`src/rtl/asct_defines.svh`:
```
`ifndef ASCT_DEFINES_SVH
`define ASCT_DEFINES_SVH

// register byte offsets
`define ASCT_OFF_CTRL      12'h000
`define ASCT_OFF_BAUD      12'h004
`define ASCT_OFF_CDT       12'h008
`define ASCT_OFF_TXDATA    12'h00C
`define ASCT_OFF_RXDATA    12'h010
`define ASCT_OFF_STATUS    12'h014

// control field positions
`define ASCT_CTRL_MODE_LO  0
`define ASCT_CTRL_MODE_HI  1
`define ASCT_CTRL_TWOWIRE  2
`define ASCT_CTRL_DBITS    3
`define ASCT_CTRL_PAREN    4
`define ASCT_CTRL_PARODD   5
`define ASCT_CTRL_STOP2    6
`define ASCT_CTRL_XONXOFF  7
`define ASCT_CTRL_CTSEN    8

// status bit positions
`define ASCT_ST_TXBUSY     0
`define ASCT_ST_RXBUSY     1
`define ASCT_ST_RXVALID    2
`define ASCT_ST_CDTERR     3
`define ASCT_ST_FRMERR     4
`define ASCT_ST_XOFF       5
`define ASCT_ST_TXFULL     6

// reset values
`define ASCT_CTRL_RST      9'h000
`define ASCT_BAUD_RST      16'h0104
`define ASCT_CDT_RST       16'h0020

// flow control characters
`define ASCT_CHR_XON       8'h11
`define ASCT_CHR_XOFF      8'h13

`endif

```
`src/rtl/asct_pkg.sv`:
```
package asct_pkg;

    typedef enum logic [1:0] {
        ASCT_MODE_HALF    = 2'b00,
        ASCT_MODE_FULL    = 2'b01,
        ASCT_MODE_PRINTER = 2'b10,
        ASCT_MODE_RSVD    = 2'b11
    } asct_mode_e;

    typedef struct packed {
        logic       ctsen;
        logic       xonxoff;
        logic       stop2;
        logic       parodd;
        logic       paren;
        logic       dbits7;
        logic       twowire;
        asct_mode_e mode;
    } asct_cfg_s;

    typedef struct packed {
        logic       valid;
        logic [7:0] data;
        logic       frm_err;
    } asct_rxchar_s;

endpackage : asct_pkg

```
`src/rtl/asct_tx.sv`:
```
`timescale 1ns/1ps
`include "asct_defines.svh"

module asct_tx
    import asct_pkg::*;
(
    input  wire logic        pclk,
    input  wire logic        presetn,
    input  wire logic        ce,
    input  wire asct_cfg_s   cfg,
    input  wire logic [15:0] baud_div,
    input  wire logic        start,
    input  wire logic [7:0]  data,
    output logic             busy,
    output logic             txd
);

    typedef enum logic [1:0] {
        ASCT_TX_IDLE = 2'b00,
        ASCT_TX_SHIFT = 2'b01
    } asct_tx_state_e;

    typedef struct packed {
        asct_tx_state_e st;
        logic [15:0]    cnt;
        logic [3:0]     bits;
        logic [10:0]    sh;
        logic           txd;
    } asct_tx_s;

    asct_tx_s s_r, s_nxt;
    logic     par;
    logic [3:0] nbits;

    always_comb begin
        s_nxt = s_r;
        par   = (cfg.dbits7 ? ^data[6:0] : ^data) ^ cfg.parodd;
        nbits = 4'd2 + (cfg.dbits7 ? 4'd7 : 4'd8) + {3'd0, cfg.paren} + {3'd0, cfg.stop2};
        unique case (s_r.st)
            ASCT_TX_IDLE: begin
                s_nxt.txd = 1'b1;
                if (start) begin
                    // start bit first, lsb first, then parity and stop
                    s_nxt.sh  = cfg.dbits7 ? {2'b11, cfg.paren ? par : 1'b1, data[6:0], 1'b0}
                                           : {1'b1, cfg.paren ? par : 1'b1, data, 1'b0}; // RULE1 RULE7 RULE12
                    s_nxt.bits = nbits;
                    s_nxt.cnt  = baud_div;
                    s_nxt.st   = ASCT_TX_SHIFT;
                    s_nxt.txd  = 1'b0; // RULE7
                end
            end
            ASCT_TX_SHIFT: begin
                if (s_r.cnt <= 16'd1) begin
                    s_nxt.cnt  = baud_div;
                    s_nxt.sh   = {1'b1, s_r.sh[10:1]};
                    s_nxt.bits = s_r.bits - 4'd1;
                    s_nxt.txd  = s_r.sh[1];
                    if (s_r.bits == 4'd1) begin
                        s_nxt.st  = ASCT_TX_IDLE; // RULE10
                        s_nxt.txd = 1'b1;
                    end
                end else begin
                    s_nxt.cnt = s_r.cnt - 16'd1;
                end
            end
            default: s_nxt.st = ASCT_TX_IDLE;
        endcase
    end

    always_ff @(posedge pclk or negedge presetn) begin
        if (!presetn) begin
            s_r <= '{st: ASCT_TX_IDLE, cnt: 16'h0000, bits: 4'h0, sh: 11'h7FF, txd: 1'b1};
        end else if (ce) begin
            s_r <= s_nxt;
        end
    end

    assign busy = (s_r.st != ASCT_TX_IDLE);
    assign txd  = s_r.txd;

endmodule : asct_tx

```
`src/rtl/asct_rx.sv`:
```
`timescale 1ns/1ps
`include "asct_defines.svh"

module asct_rx
    import asct_pkg::*;
(
    input  wire logic        pclk,
    input  wire logic        presetn,
    input  wire logic        ce,
    input  wire asct_cfg_s   cfg,
    input  wire logic [15:0] baud_div,
    input  wire logic        rxd_s,
    output asct_rxchar_s     rxc,
    output logic             busy
);

    typedef enum logic [1:0] {
        ASCT_RX_IDLE  = 2'b00,
        ASCT_RX_START = 2'b01,
        ASCT_RX_DATA  = 2'b10
    } asct_rx_state_e;

    typedef struct packed {
        asct_rx_state_e st;
        logic [15:0]    cnt;
        logic [3:0]     bits;
        logic [9:0]     sh;
        asct_rxchar_s   out;
    } asct_rx_s;

    asct_rx_s   s_r, s_nxt;
    logic [3:0] nbits;
    logic [7:0] d;
    logic       perr;

    always_comb begin
        s_nxt = s_r;
        s_nxt.out.valid = 1'b0;
        nbits = (cfg.dbits7 ? 4'd7 : 4'd8) + {3'd0, cfg.paren} + 4'd1;
        // with parity the last data bit sits one place below the parity bit
        d     = cfg.paren ? (cfg.dbits7 ? {1'b0, s_r.sh[8:2]} : s_r.sh[8:1])
                          : (cfg.dbits7 ? {1'b0, s_r.sh[9:3]} : s_r.sh[9:2]); // RULE1
        perr  = 1'b0;
        unique case (s_r.st)
            ASCT_RX_IDLE: begin
                // every character resynchronises on its own falling edge
                if (!rxd_s) begin
                    s_nxt.st  = ASCT_RX_START;
                    s_nxt.cnt = {1'b0, baud_div[15:1]}; // RULE8 RULE9
                end
            end
            ASCT_RX_START: begin
                if (s_r.cnt <= 16'd1) begin
                    s_nxt.cnt  = baud_div;
                    s_nxt.bits = nbits;
                    s_nxt.st   = rxd_s ? ASCT_RX_IDLE : ASCT_RX_DATA; // RULE8
                end else begin
                    s_nxt.cnt = s_r.cnt - 16'd1;
                end
            end
            ASCT_RX_DATA: begin
                if (s_r.cnt <= 16'd1) begin
                    s_nxt.cnt  = baud_div;
                    s_nxt.sh   = {rxd_s, s_r.sh[9:1]}; // RULE1
                    s_nxt.bits = s_r.bits - 4'd1;
                    if (s_r.bits == 4'd1) begin
                        if (cfg.paren) begin
                            perr = cfg.dbits7 ? (^s_r.sh[9:2] ^ cfg.parodd) : (^s_r.sh[9:1] ^ cfg.parodd); // RULE14
                        end
                        s_nxt.out.data    = d;
                        s_nxt.out.frm_err = perr | ~rxd_s; // RULE10 RULE14
                        s_nxt.out.valid   = 1'b1;
                        s_nxt.st          = ASCT_RX_IDLE; // RULE9
                    end
                end else begin
                    s_nxt.cnt = s_r.cnt - 16'd1;
                end
            end
            default: s_nxt.st = ASCT_RX_IDLE;
        endcase
    end

    always_ff @(posedge pclk or negedge presetn) begin
        if (!presetn) begin
            s_r <= '{st: ASCT_RX_IDLE, cnt: 16'h0000, bits: 4'h0, sh: 10'h000,
                     out: '{valid: 1'b0, data: 8'h00, frm_err: 1'b0}};
        end else if (ce) begin
            s_r <= s_nxt;
        end
    end

    assign rxc  = s_r.out;
    assign busy = (s_r.st != ASCT_RX_IDLE);

endmodule : asct_rx

```
`src/rtl/asct_top.sv`:
```
// Operation
// RULE1: bits shifted and reassembled lsb first
// RULE2: printer mode receives only XON/XOFF
// RULE3: half duplex alternates send and receive
// RULE4: flow characters pass during half-duplex traffic
// RULE5: full duplex runs both directions together
// RULE6: two-wire setting forbids full duplex
// RULE7: start bit precedes every character
// RULE8: receiver times bits from start edge
// RULE9: receiver resynchronises on every character
// RULE10: stop bit closes each character
// RULE11: both ends share configured line settings
// RULE12: ten-bit frame with selectable formats; the transmitter sends 9 to 12 bits depending on dbits7, paren and stop2
// RULE13: character delay time limits gaps
// RULE14: parity checked when enabled
// RULE15: printer busy on cts holds output
// RULE16: flags for delay timeout and errors
// RULE17: xoff stops, xon resumes transmit
//
// The placing of the registers and register access over APB are this design's own decisions.
`timescale 1ns/1ps
`include "asct_defines.svh"

module asct_top
    import asct_pkg::*;
(
    input  wire logic        pclk,
    input  wire logic        presetn,
    input  wire logic        ce,
    input  wire logic        psel,
    input  wire logic        penable,
    input  wire logic        pwrite,
    input  wire logic [11:0] paddr,
    input  wire logic [31:0] pwdata,
    output logic [31:0]      prdata,
    output logic             pready,
    output logic             pslverr,
    input  wire logic        rxd,
    input  wire logic        cts_n,
    output logic             txd,
    output logic             tx_oe
);

    // ===========================================================
    // state
    // ===========================================================
    typedef struct packed {
        asct_cfg_s    cfg;
        logic [15:0]  baud;
        logic [15:0]  cdt;
        logic [7:0]   txbuf;
        logic         txfull;
        logic         txstart;
        logic [7:0]   rxdata;
        logic         rxvalid;
        logic         cdt_err;
        logic         frm_err;
        logic         xoff;
        logic         in_frame;
        logic [31:0]  gap_cnt;
        logic [31:0]  prdata;
        logic         pready;
        logic         pslverr;
        logic [1:0]   rxd_sync;
        logic [1:0]   cts_sync;
        logic         txd;
        logic         tx_oe;
    } asct_top_s;

    asct_top_s    s_r, s_nxt;
    logic         tx_busy, tx_line, rx_busy;
    asct_rxchar_s rxc;
    logic         wr, rd, flowchr, hdx_hold, cts_hold, tx_go, rx_store;
    logic [31:0]  gap_limit;

    asct_tx u_tx (
        .pclk     (pclk),
        .presetn  (presetn),
        .ce       (ce),
        .cfg      (s_r.cfg),
        .baud_div (s_r.baud),
        .start    (tx_go),
        .data     (s_r.txbuf),
        .busy     (tx_busy),
        .txd      (tx_line)
    );

    asct_rx u_rx (
        .pclk     (pclk),
        .presetn  (presetn),
        .ce       (ce),
        .cfg      (s_r.cfg),
        .baud_div (s_r.baud),
        .rxd_s    (s_r.rxd_sync[1]),
        .rxc      (rxc),
        .busy     (rx_busy)
    );

    // ===========================================================
    // transmit gating
    // ===========================================================
    always_comb begin
        flowchr   = (s_r.txbuf == `ASCT_CHR_XON) || (s_r.txbuf == `ASCT_CHR_XOFF);
        // half duplex: no user data out while a character comes in
        hdx_hold  = (s_r.cfg.mode != ASCT_MODE_FULL) && rx_busy && !flowchr; // RULE3 RULE4 RULE5
        cts_hold  = (s_r.cfg.mode == ASCT_MODE_PRINTER) && s_r.cfg.ctsen && s_r.cts_sync[1]; // RULE15
        tx_go     = s_r.txfull && !tx_busy && !s_r.txstart && !hdx_hold && !cts_hold
                    && !(s_r.xoff && s_r.cfg.xonxoff && !flowchr); // RULE17
        gap_limit = {16'h0000, s_r.cdt} * {16'h0000, s_r.baud};
        // user character kept for software except in printer mode or in half duplex with txfull set; with xonxoff, flow characters only steer the transmitter
        rx_store  = rxc.valid && (s_r.cfg.mode != ASCT_MODE_PRINTER)
                    && !(s_r.cfg.mode == ASCT_MODE_HALF && s_r.txfull)
                    && !(s_r.cfg.xonxoff && (rxc.data == `ASCT_CHR_XON || rxc.data == `ASCT_CHR_XOFF));
    end

    // ===========================================================
    // next state
    // ===========================================================
    always_comb begin
        s_nxt          = s_r;
        wr             = psel && penable && pwrite;
        rd             = psel && penable && !pwrite;
        s_nxt.rxd_sync = {s_r.rxd_sync[0], rxd};
        s_nxt.cts_sync = {s_r.cts_sync[0], ~cts_n};
        s_nxt.txd      = tx_line;
        s_nxt.tx_oe    = tx_busy || !s_r.cfg.twowire || (s_r.cfg.mode == ASCT_MODE_FULL);
        s_nxt.txstart  = 1'b0;
        s_nxt.pready   = 1'b0;
        s_nxt.pslverr  = 1'b0;

        if (tx_go) begin
            s_nxt.txfull  = 1'b0;
            s_nxt.txstart = 1'b1;
        end

        // character delay supervision within a frame
        if (rx_busy || rxc.valid) begin
            s_nxt.gap_cnt = 32'h0000_0000;
        end else if (s_r.in_frame) begin
            if (s_r.gap_cnt >= gap_limit) begin
                s_nxt.in_frame = 1'b0;
                s_nxt.cdt_err  = 1'b1; // RULE13 RULE16
            end else begin
                s_nxt.gap_cnt = s_r.gap_cnt + 32'h0000_0001;
            end
        end

        if (rxc.valid) begin
            s_nxt.in_frame = 1'b1;
            if (s_r.cfg.xonxoff && rxc.data == `ASCT_CHR_XOFF) begin
                s_nxt.xoff = 1'b1; // RULE17
            end else if (s_r.cfg.xonxoff && rxc.data == `ASCT_CHR_XON) begin
                s_nxt.xoff = 1'b0; // RULE17
            end
        end
        if (rx_store) begin // RULE2 RULE3 RULE4
            s_nxt.rxdata  = rxc.data;
            s_nxt.rxvalid = 1'b1;
        end
        if (rxc.valid && rxc.frm_err && s_r.cfg.mode != ASCT_MODE_PRINTER) begin
            s_nxt.frm_err = 1'b1; // RULE16
        end

        if (psel && penable && !s_r.pready) begin
            s_nxt.pready = 1'b1;
            if (wr) begin
                unique case (paddr)
                    `ASCT_OFF_CTRL: begin
                        s_nxt.cfg = asct_cfg_s'(pwdata[8:0]);
                        if (pwdata[`ASCT_CTRL_TWOWIRE] && pwdata[1:0] == 2'b01) begin
                            s_nxt.cfg.mode = ASCT_MODE_HALF; // RULE6
                            s_nxt.pslverr  = 1'b1;
                        end
                        if (pwdata[1:0] == 2'b11) begin
                            s_nxt.cfg.mode = ASCT_MODE_HALF;
                        end
                    end
                    `ASCT_OFF_BAUD:   s_nxt.baud = pwdata[15:0]; // RULE11
                    `ASCT_OFF_CDT:    s_nxt.cdt  = pwdata[15:0];
                    `ASCT_OFF_TXDATA: begin
                        if (!s_r.txfull) begin
                            s_nxt.txbuf  = pwdata[7:0];
                            s_nxt.txfull = 1'b1;
                        end else begin
                            s_nxt.pslverr = 1'b1;
                        end
                    end
                    `ASCT_OFF_STATUS: begin
                        // write one to clear; hardware set wins
                        if (pwdata[`ASCT_ST_CDTERR] && !s_nxt.cdt_err) s_nxt.cdt_err = 1'b0;
                        if (pwdata[`ASCT_ST_CDTERR] && s_r.cdt_err && s_nxt.cdt_err == s_r.cdt_err
                            && !(s_r.in_frame && s_r.gap_cnt >= gap_limit)) s_nxt.cdt_err = 1'b0;
                        if (pwdata[`ASCT_ST_FRMERR] && !(rxc.valid && rxc.frm_err)) s_nxt.frm_err = 1'b0;
                    end
                    default: s_nxt.pslverr = 1'b1;
                endcase
            end else begin
                unique case (paddr)
                    `ASCT_OFF_CTRL:   s_nxt.prdata = {23'h0, s_r.cfg};
                    `ASCT_OFF_BAUD:   s_nxt.prdata = {16'h0000, s_r.baud};
                    `ASCT_OFF_CDT:    s_nxt.prdata = {16'h0000, s_r.cdt};
                    `ASCT_OFF_TXDATA: s_nxt.prdata = {24'h00_0000, s_r.txbuf};
                    `ASCT_OFF_RXDATA: begin
                        s_nxt.prdata = {24'h00_0000, s_r.rxdata};
                        if (!rx_store) s_nxt.rxvalid = 1'b0;
                    end
                    `ASCT_OFF_STATUS: s_nxt.prdata = {25'h000_0000, s_r.txfull, s_r.xoff, s_r.frm_err,
                                                      s_r.cdt_err, s_r.rxvalid, rx_busy, tx_busy};
                    default: begin
                        s_nxt.prdata  = 32'h0000_0000;
                        s_nxt.pslverr = 1'b1;
                    end
                endcase
            end
        end
    end

    // ===========================================================
    // registers
    // ===========================================================
    always_ff @(posedge pclk or negedge presetn) begin
        if (!presetn) begin
            s_r          <= '0;
            s_r.cfg      <= asct_cfg_s'(`ASCT_CTRL_RST);
            s_r.baud     <= `ASCT_BAUD_RST;
            s_r.cdt      <= `ASCT_CDT_RST;
            s_r.rxd_sync <= 2'b11;
            s_r.cts_sync <= 2'b00;
            s_r.txd      <= 1'b1;
            s_r.tx_oe    <= 1'b1;
        end else if (ce) begin
            s_r <= s_nxt;
        end
    end

    assign prdata  = s_r.prdata;
    assign pready  = s_r.pready;
    assign pslverr = s_r.pslverr;
    assign txd     = s_r.txd;
    assign tx_oe   = s_r.tx_oe;

    // ===========================================================
    // checks
    // ===========================================================
    property p_no_fdx_twowire;
        @(posedge pclk) disable iff (!presetn)
        s_r.cfg.twowire |-> s_r.cfg.mode != ASCT_MODE_FULL;
    endproperty
    a_no_fdx_twowire: assert property (p_no_fdx_twowire) else $error("full duplex on two-wire"); // RULE6

    property p_start_low;
        @(posedge pclk) disable iff (!presetn)
        ce && $rose(tx_busy) |=> ##1 !txd;
    endproperty
    a_start_low: assert property (p_start_low) else $error("no start bit"); // RULE7

    property p_printer_drop;
        @(posedge pclk) disable iff (!presetn)
        ce && rxc.valid && s_r.cfg.mode == ASCT_MODE_PRINTER && !s_r.rxvalid |=> !s_r.rxvalid;
    endproperty
    a_printer_drop: assert property (p_printer_drop) else $error("printer mode stored a char"); // RULE2

    property p_cts_hold;
        @(posedge pclk) disable iff (!presetn)
        cts_hold |-> !tx_go;
    endproperty
    a_cts_hold: assert property (p_cts_hold) else $error("sent while printer busy"); // RULE15

    property p_xoff_hold;
        @(posedge pclk) disable iff (!presetn)
        s_r.xoff && s_r.cfg.xonxoff && !flowchr |-> !tx_go;
    endproperty
    a_xoff_hold: assert property (p_xoff_hold) else $error("sent after xoff"); // RULE17

    property p_hdx;
        @(posedge pclk) disable iff (!presetn)
        s_r.cfg.mode == ASCT_MODE_HALF && rx_busy && !flowchr |-> !tx_go;
    endproperty
    a_hdx: assert property (p_hdx) else $error("half duplex collision"); // RULE3

    property p_frm_flag;
        @(posedge pclk) disable iff (!presetn)
        ce && rxc.valid && rxc.frm_err && s_r.cfg.mode != ASCT_MODE_PRINTER
        && !s_r.txfull |=> s_r.frm_err;
    endproperty
    a_frm_flag: assert property (p_frm_flag) else $error("error flag missed"); // RULE16

    property p_pready;
        @(posedge pclk) disable iff (!presetn)
        ce && psel && penable && !pready |=> pready;
    endproperty
    a_pready: assert property (p_pready) else $error("apb no answer"); // RULE11

    c_tx:  cover property (@(posedge pclk) disable iff (!presetn) tx_go);
    c_rx:  cover property (@(posedge pclk) disable iff (!presetn) rxc.valid);
    c_cdt: cover property (@(posedge pclk) disable iff (!presetn) $rose(s_r.cdt_err));

endmodule : asct_top

```
`config.mk`:
```
export PLATFORM = sky130hd
export DESIGN_NAME = asct_top
export DESIGN_NICKNAME = d
export VERILOG_FILES = /design/src/rtl/asct_pkg.sv /design/src/rtl/asct_tx.sv /design/src/rtl/asct_rx.sv /design/src/rtl/asct_top.sv
export VERILOG_INCLUDE_DIRS = /design/src /design/src/rtl
export SDC_FILE = /design/constraint.sdc
export NUM_CORES = 1
export LEC_CHECK = 0
export BUFFER_PORTS_ARGS = -buffer_cell sky130_fd_sc_hd__buf_2
export CAP_MARGIN = 20
export CORE_MARGIN = 1
export CORE_UTILIZATION = 55
export CTS_CLUSTER_DIAMETER = 120
export CTS_CLUSTER_SIZE = 40
export DETAILED_ROUTE_END_ITERATION = 16
export GPL_TIMING_DRIVEN = 0
export HOLD_SLACK_MARGIN = 0.12
export PLACE_DENSITY = 0.72
export SLEW_MARGIN = 40
export SYNTH_ARGS = -nofsm -noshare
export SYNTH_HDL_FRONTEND = slang
export SYNTH_SLANG_ARGS = --single-unit
```
`constraint.sdc`:
```
create_clock -name pclk -period 11.4 [get_ports pclk]
set_clock_uncertainty 0.15 [all_clocks]
set_input_delay 0.57 -clock pclk [delete_from_list [all_inputs] [get_ports pclk]]
set_output_delay 0.57 -clock pclk [all_outputs]
set_load 0.01 [all_outputs]
```
==> results.ini, run 1 <==
[cells_and_area]
drive_gt1_share_pct=10.39
final_util_pct=60.33
syn_to_final_growth_pct=7.949
final_nets=2700
diodes=0
instances_no_fill=2771

[power]
power.total_mw=1.971
p_leak_nw=10.45
max-vdd-ir-drop_mv=0.1360
power_density_mw_per_mm2=91.85

[min_path]
hp-class=primary input to register
worstHoldEndpoint=s_nxt[3]
min_path_cells=2
hold_path.startpoint=cts_n

[synth]
muxShareOfSynthArea_pct=5.627
synthFlopType=dfrtp_1
yosysTopAreaCellShare_pct=22.03
synth_top_area_cell=dfrtp_1
ys_seq_area_share_pct=24.41
synthSimpleGateAreaFrac_pct=16.93
ys_ff_latch=193
synth_adder_area_share_pct=29.45
syn-instance-count=2205
ys_warn_count=0
synth_area_leaders=dfrtp_1 22%, fa_1 20%, ha_1 9.8%, nand2_1 5.4%, inv_1 5.3%
synth-compound-area-share_pct=12.56
avgSynthCellArea_um2=9.016
synth-edff-count=0
synth_most_common_cell=nand2_1
synth_top_family_by_area=adder cells
synth.cell_area_mm2=0.01988
ys_top_cells_by_count=285 x nand2_1, 279 x inv_1, 195 x fa_1
async_flop_share_pct=100.0
ys_types=78
synth-xor-area-share_pct=2.335

[die]
die_x_um=192.1
ios=88
start_util_pct=55.89
rows=69
dieArea_mm2=0.03691
fp.dieH_um=192.1
coreArea_mm2=0.03557

[sta]
setup_tns_ns=0
hold_viol_final=0
fmax_mhz=94.55
slew_headroom_pct=41.28
setup_viol=0
finalCriticalPeriod_ns=10.58
worstMarginPinSlew_ns=0.8775
rsz0062_at_grt=no
period_share_pct=92.78
slew_violations=0

[global_routing]
grt_first_pass_wirelength_um=87600
grt_pass1_vias=16120
grtUsageTotal_pct=30.73
overflow=0
grt_max_degree=66
antenna_found_initial=1

[route]
wire_per_inst_um=19.48
routed_wl_um=53990
drcViolationCount=0
firstDrtPassIters=5
antenna_left=0
dr_total_vias=16400
viasPerCell=5.918
drt-initial-drc-count=1645

[placement]
placedCellCount=2739
gp_congestion=0.9621
io_buffers=54
dp_hpwl_um=42500

[clocking]
clock-sinks=193
htree_levels=4
numCtsBuffers=17
cts-root-buf=clkbuf_16
post_cts_buffers=0
clk_pin_slew_ns=0.07
cts_tree=built
clk_path_buf_depth=2
clock_latency_ns=0.44

[critical_path]
rrSetupSlack_ns=0.82
worst-r2r-cell-count=32
rr_startpoint=s_r[118]
critPathKind=register to register
cp_slowest_cell=clkbuf_1
reg2reg_to=s_r[40]
crit_path_end_kind=register
crit_start=s_r[118]
start_kind=register
cp_common_cell=fa_1
cp.required_ns=11.58
cp_max_fo=10
slowest_delay_ns=0.59
crit_arrival_ns=10.76

[flow_run]
drv_cap=0

[outcome]
status=completed

-- flip-flops by register name (all words and copies together) (netlist names), 2 cells and up --
signal	count
s_r	98
prdata	16
u_tx.s_r	31
u_rx.rxc	10
u_rx.s_r	31
s_nxt	2
-- cell type report --
type | instances | area, um^2
plain buffers | 139 | 666.9
clock buffers | 23 | 469.2
clock inverters | 9 | 71.32
fillers | 3086 | 14110
inverters | 281 | 1055
multi-input cells | 1606 | 13400
flip-flops and latches | 193 | 4852
well taps | 461 | 576.8
repair buffers | 59 | 370.4
-- critical path, delay by kind of cell (launching register included) --
family                     cells  cell delay [ns]
DFF                            1             0.48
adders and majority gates      8             3.68
muxes                          2             0.44
buffers and inverters          8             1.83
and+or+nand+nor                6             1.44
AOI/OAI and AO/OA              8             2.43
-- stage by stage --
| step | setup WS [ns] | hold WS, ns | area (um^2) |
|---|---|---|---|
| 2_1_floorplan | 2.602 | 0.1244 | 19940 |
| 3_3_place_gp | 0.5619 | 0.3153 | 20780 |
| 3_5_place_dp | 0.4436 | 0.3100 | 20890 |
| 4_1_cts | 0.3579 | 0.1369 | 21440 |
| 5_1_grt | 0.01697 | 0.1529 | 21460 |
| 6_report | 0.8231 | 0.1466 | 21460 |
-- report_power, final --
group          leakage, nW  internal (mW)  total (mW)  switching (mW)
logic                 7.71          0.206       0.569           0.364
clock network        0.269          0.298       0.587           0.290
registers             2.47          0.744       0.814          0.0708
-- cells in the final DEF, fill, tap and decap left out, types with 7 or more instances in the layout --
master | synthesis | final
buf_2 | 3 | 58
inv_1 | 279 | 279
a211oi_1 | 8 | 8
nor4_1 | 15 | 13
nand2_1 | 285 | 285
o22ai_1 | 11 | 11
xnor2_1 | 35 | 35
a22o_1 | 17 | 17
or2_2 | 9 | 9
and2_1 | 125 | 125
mux2_2 | 70 | 70
xor2_1 | 18 | 18
buf_4 | 32 | 32
nor3b_1 | 9 | 7
mux2i_1 | 33 | 33
nand2b_1 | 11 | 11
a221oi_1 | 13 | 13
clkbuf_16 | 0 | 18
dfrtp_1 | 175 | 175
nor2_1 | 104 | 103
a21oi_1 | 87 | 86
a21o_1 | 16 | 16
nand3_1 | 24 | 24
o31ai_1 | 10 | 10
nor2b_1 | 10 | 10
and3_1 | 11 | 11
ha_1 | 156 | 156
dfstp_2 | 18 | 18
o211ai_1 | 23 | 23
a22oi_1 | 17 | 17
or3_1 | 15 | 15
o21ai_0 | 126 | 126
nor3_1 | 38 | 38
fa_1 | 195 | 195
conb_1 | 1 | 16
a31oi_1 | 9 | 9
clkbuf_1 | 99 | 102
nand4_1 | 9 | 9
-- per-layer routing --
metal  up-vias  GRT usage [%]  routed length [um]
li1       7494              -                   -
met1      8093          42.85               23500
met2       700          47.26               24400
met3       111          6.267                4449
met4         0          11.02                1642
met5         -              0                   0
-- worst max-delay path by stage --
stage	end	slack, ns	cells after the start
after floorplan	s_r[57]	2.60	29
after global placement	s_r[40]	0.56	32
after detailed placement	s_r[40]	0.44	32
after CTS	s_r[40]	0.36	32
after global routing	s_r[40]	0.02	32
final	s_r[40]	0.82	32
-- cells by family (layout without fill, tap and decap cells) --
kind of cell / after synthesis / in the layout
simple gates: 692 / 692
flops: 193 / 193
mux: 103 / 103
buf+inv: 421 / 511
fa+ha+maj: 351 / 351
xor+xnor: 53 / 53
other cells: 1 / 16
compound gates: 391 / 391
-- repair_timing --
item | 4_1_cts | 5_1_grt
hold buffers | 1 | 0
gates resized for setup | 0 | 1
hold endpoints to repair | 37 | 0
setup endpoints to repair | 0 | 13
No activity file was read; power rests on OpenSTA's default activity.
==> run 2, diff against run 1 <==
Settings changed: SYNTH_HIERARCHICAL set to 1.
==> results.ini, run 2 <==
[sta]
finalCriticalPeriod_ns=9.468  ; -1.109 ns
worstMarginPinSlew_ns=0.8596  ; -0.01794 ns
setup_viol=0  ; unchanged
period_share_pct=83.05  ; -9.7 points
fmax_mhz=105.6  ; +12%
rsz0062_at_grt=no
slew_headroom_pct=42.70  ; +1.4 points
slew_violations=0  ; unchanged
hold_viol_final=0  ; unchanged
setup_tns_ns=0  ; unchanged

[die]
rows=70  ; +1.4%
ios=88  ; unchanged
die_x_um=195.5  ; +1.8%
dieArea_mm2=0.03822  ; +3.5%
start_util_pct=56.11  ; +0.22 points
coreArea_mm2=0.03670  ; +3.2%
fp.dieH_um=195.5  ; +1.8%

[power]
power.switching_mw=1.155  ; +60%
p_leak_nw=10.55  ; +0.99%
p_int_mw=1.574  ; +26%
power_density_mw_per_mm2=122.7  ; +34%
max-vdd-ir-drop_mv=0.2378  ; +75%
p_seq_share_pct=35.2  ; -6.1 points
power_frac_clock_pct=23.3  ; -6.5 points
power_frac_comb_pct=41.5  ; +13 points
swShare_pct=42.33  ; +5.6 points

[clocking]
cts_tree=built
cts-root-buf=clkbuf_16
htree_levels=4  ; unchanged
numCtsBuffers=17  ; unchanged
clk_path_buf_depth=2  ; unchanged
clock-sinks=193  ; unchanged
clock_latency_ns=0.46  ; +0.02 ns
clk_pin_slew_ns=0.08  ; about the same

[critical_path]
start_kind=register
crit_arrival_ns=9.68  ; -1.08 ns
rrSetupSlack_ns=1.93  ; +1.11 ns
slowest_delay_ns=0.67  ; +0.08 ns
worst-path-stages=31  ; -3.1%
crit_path_end_kind=register
crit_buf_inv=7  ; -1
rr_startpoint=s_r[119]
cp.required_ns=11.61  ; +0.03 ns
cp_common_cell=fa_1
crit_start=s_r[119]
cp_max_fo=10  ; unchanged
crit_family=adder cells
cp_slowest_cell=clkbuf_1
critPathKind=register to register
reg2reg_to=s_r[49]
worst-r2r-cell-count=31  ; -3.1%
cp-endpoint=s_r[49]

[route]
antenna_left=0  ; unchanged
viasPerCell=6.175  ; +4.3%
dr_total_vias=17310  ; +5.5%
drcViolationCount=0  ; unchanged
firstDrtPassIters=6  ; +1
routed_wl_um=59110  ; +9.5%
wire_per_inst_um=21.09  ; +8.2%
drt-initial-drc-count=1731  ; +5.2%

[synth]
async_flop_share_pct=100.0  ; unchanged
synth_most_common_cell=inv_1
synthFlopType=dfrtp_1
synth-edff-count=0  ; unchanged
ys_seq_area_share_pct=23.56  ; -0.84 points
ys_top_cells_by_count=289 x inv_1, 244 x nand2_1, 195 x fa_1
ys_warn_count=6  ; +6
avgSynthCellArea_um2=9.230  ; +2.4%
syn-instance-count=2231  ; +1.2%
synth_top_area_cell=dfrtp_1
ys_types=109  ; +40%
synth_area_leaders=dfrtp_1 21%, fa_1 19%, ha_1 9.2%, inv_1 5.3%, nand2_1 4.4%
ys_ff_latch=193  ; unchanged
yosysTopAreaCellShare_pct=21.27  ; -0.76 points
synth.cell_area_mm2=0.02059  ; +3.6%

[cells_and_area]
drive_gt1_share_pct=11.18  ; +0.79 points
diodes=0  ; unchanged
fill_cells=3099  ; +0.42%
top_regs=s_r (98), u_rx/s_r (31), u_tx/s_r (31)
layout_commonest_cell=inv_1
final_area_mm2=0.02224  ; +3.6%
syn_to_final_growth_pct=7.990  ; about the same
final_cell_mix=289 x inv_1, 244 x nand2_1, 195 x fa_1
top_register=s_r
final_nets=2720  ; +0.74%
largest_register_ffs=98  ; unchanged

[min_path]
hp-class=primary input to register

[placement]
place_area_mm2=0.02159  ; +3.4%
dp_hpwl_um=45110  ; +6.1%
gp_congestion=0.9398  ; -2.3%
io_buffers=53  ; -1.9%

[global_routing]
antenna_found_initial=3  ; +2
grt_max_degree=68  ; +3.0%
grt_pass1_vias=17380  ; +7.8%
overflow=0  ; unchanged
grtUsageTotal_pct=32.31  ; +1.6 points
grt_first_pass_wirelength_um=95570  ; +9.1%

[outcome]
status=completed

[flow_run]
drv_cap=0  ; unchanged

[run 2: changes by cell type after synthesis, moves of 13 or more]
cell      before  now
buf_4         32   45
mux2_2        70   30
nor2_1       104   81
nand2_1      285  244
o21ai_0      126   62
clkbuf_1      99   83
mux2_1         0   38
a21oi_1       87  102
nand4_1        9   25
o21ai_1        0   37
[run 2: power by group through the flow]
stage | Combinational, mW | Clock, mW | Sequential (mW)
floorplan | 0.807 | 0 | 0.917
global placement | 1.06 | 0 | 0.956
detailed placement | 1.09 | 0 | 0.962
CTS | 1.10 | 0.647 | 0.951
global route | 1.24 | 0.669 | 0.976
finish | 1.13 | 0.637 | 0.960
[run 2: logic make-up after synthesis]
| logic type | share of synthesized area, % |
|---|---|
| buffers and inverters | 9.181 |
| other | 0.01821 |
| AO/OA/AOI/OAI | 13.69 |
| multiplexers | 6.088 |
| AND/OR/NAND/NOR | 17.03 |
| adder cells (fa/ha/maj) | 28.13 |
| XOR/XNOR | 2.303 |
| flip-flops | 23.56 |
[run 2: per-layer routing]
metal | wire (um) | GRT usage (%) | vias to the layer above | share of wire, %
li1 | - | - | 7695 | -
met1 | 25060 | 45.06 | 8576 | 42
met2 | 25850 | 48.37 | 911 | 44
met3 | 6234 | 8.601 | 126 | 11
met4 | 1968 | 11.75 | 0 | 3.3
met5 | 0 | 0 | - | 0
[run 2: how the worst min path moves through the flow]
stage                      from           end  slack [ns]  cells after the start
floorplan               presetn     prdata[0]        0.12                      0
finish                    cts_n      s_nxt[3]        0.17                      2
global placement    u_rx/rxc[0]   u_rx/rxc[0]        0.32                      2
global route              cts_n      s_nxt[3]        0.16                      2
CTS                       cts_n      s_nxt[3]        0.14                      2
detailed placement      presetn  u_rx/s_r[37]        0.30                      1
[run 2: area by class of cell]
type                       instances  area [um^2]  share of cell area, %
timing repair buffer              57        367.9                  1.654
tap                              468        585.6                  2.633
buffer                           150        792.0                  3.562
multi-input combinational       1610        13930                  62.63
sequential                       193         4852                  21.82
clock buffer                      19        442.9                  1.992
clock inverter                    13        170.2                 0.7652
inverter                         293         1100                  4.946
[run 2: repair_timing]
item                       in CTS  in global routing
buffers inserted                0                  0
hold buffers                    1                  0
gates resized for setup         0                  0
setup endpoints to repair       0                  0
hold endpoints to repair       35                  0
[run 2: per-stage QoR]
| stage | worst slack [ns] | util, % | hold WS, ns | std cells | total power [mW] |
|---|---|---|---|---|---|
| after floorplan | 3.312 | - | 0.1244 | 2246 | 1.724 |
| after global placement | 2.061 | 58.59 | 0.3158 | 2767 | 2.016 |
| after detailed placement | 2.095 | 58.84 | 0.3038 | 2770 | 2.057 |
| after CTS | 2.033 | 60.54 | 0.1408 | 2803 | 2.702 |
| after global routing | 1.462 | 60.60 | 0.1577 | 2803 | 2.885 |
| final | 1.932 | 60.60 | 0.1692 | 2803 | 2.730 |
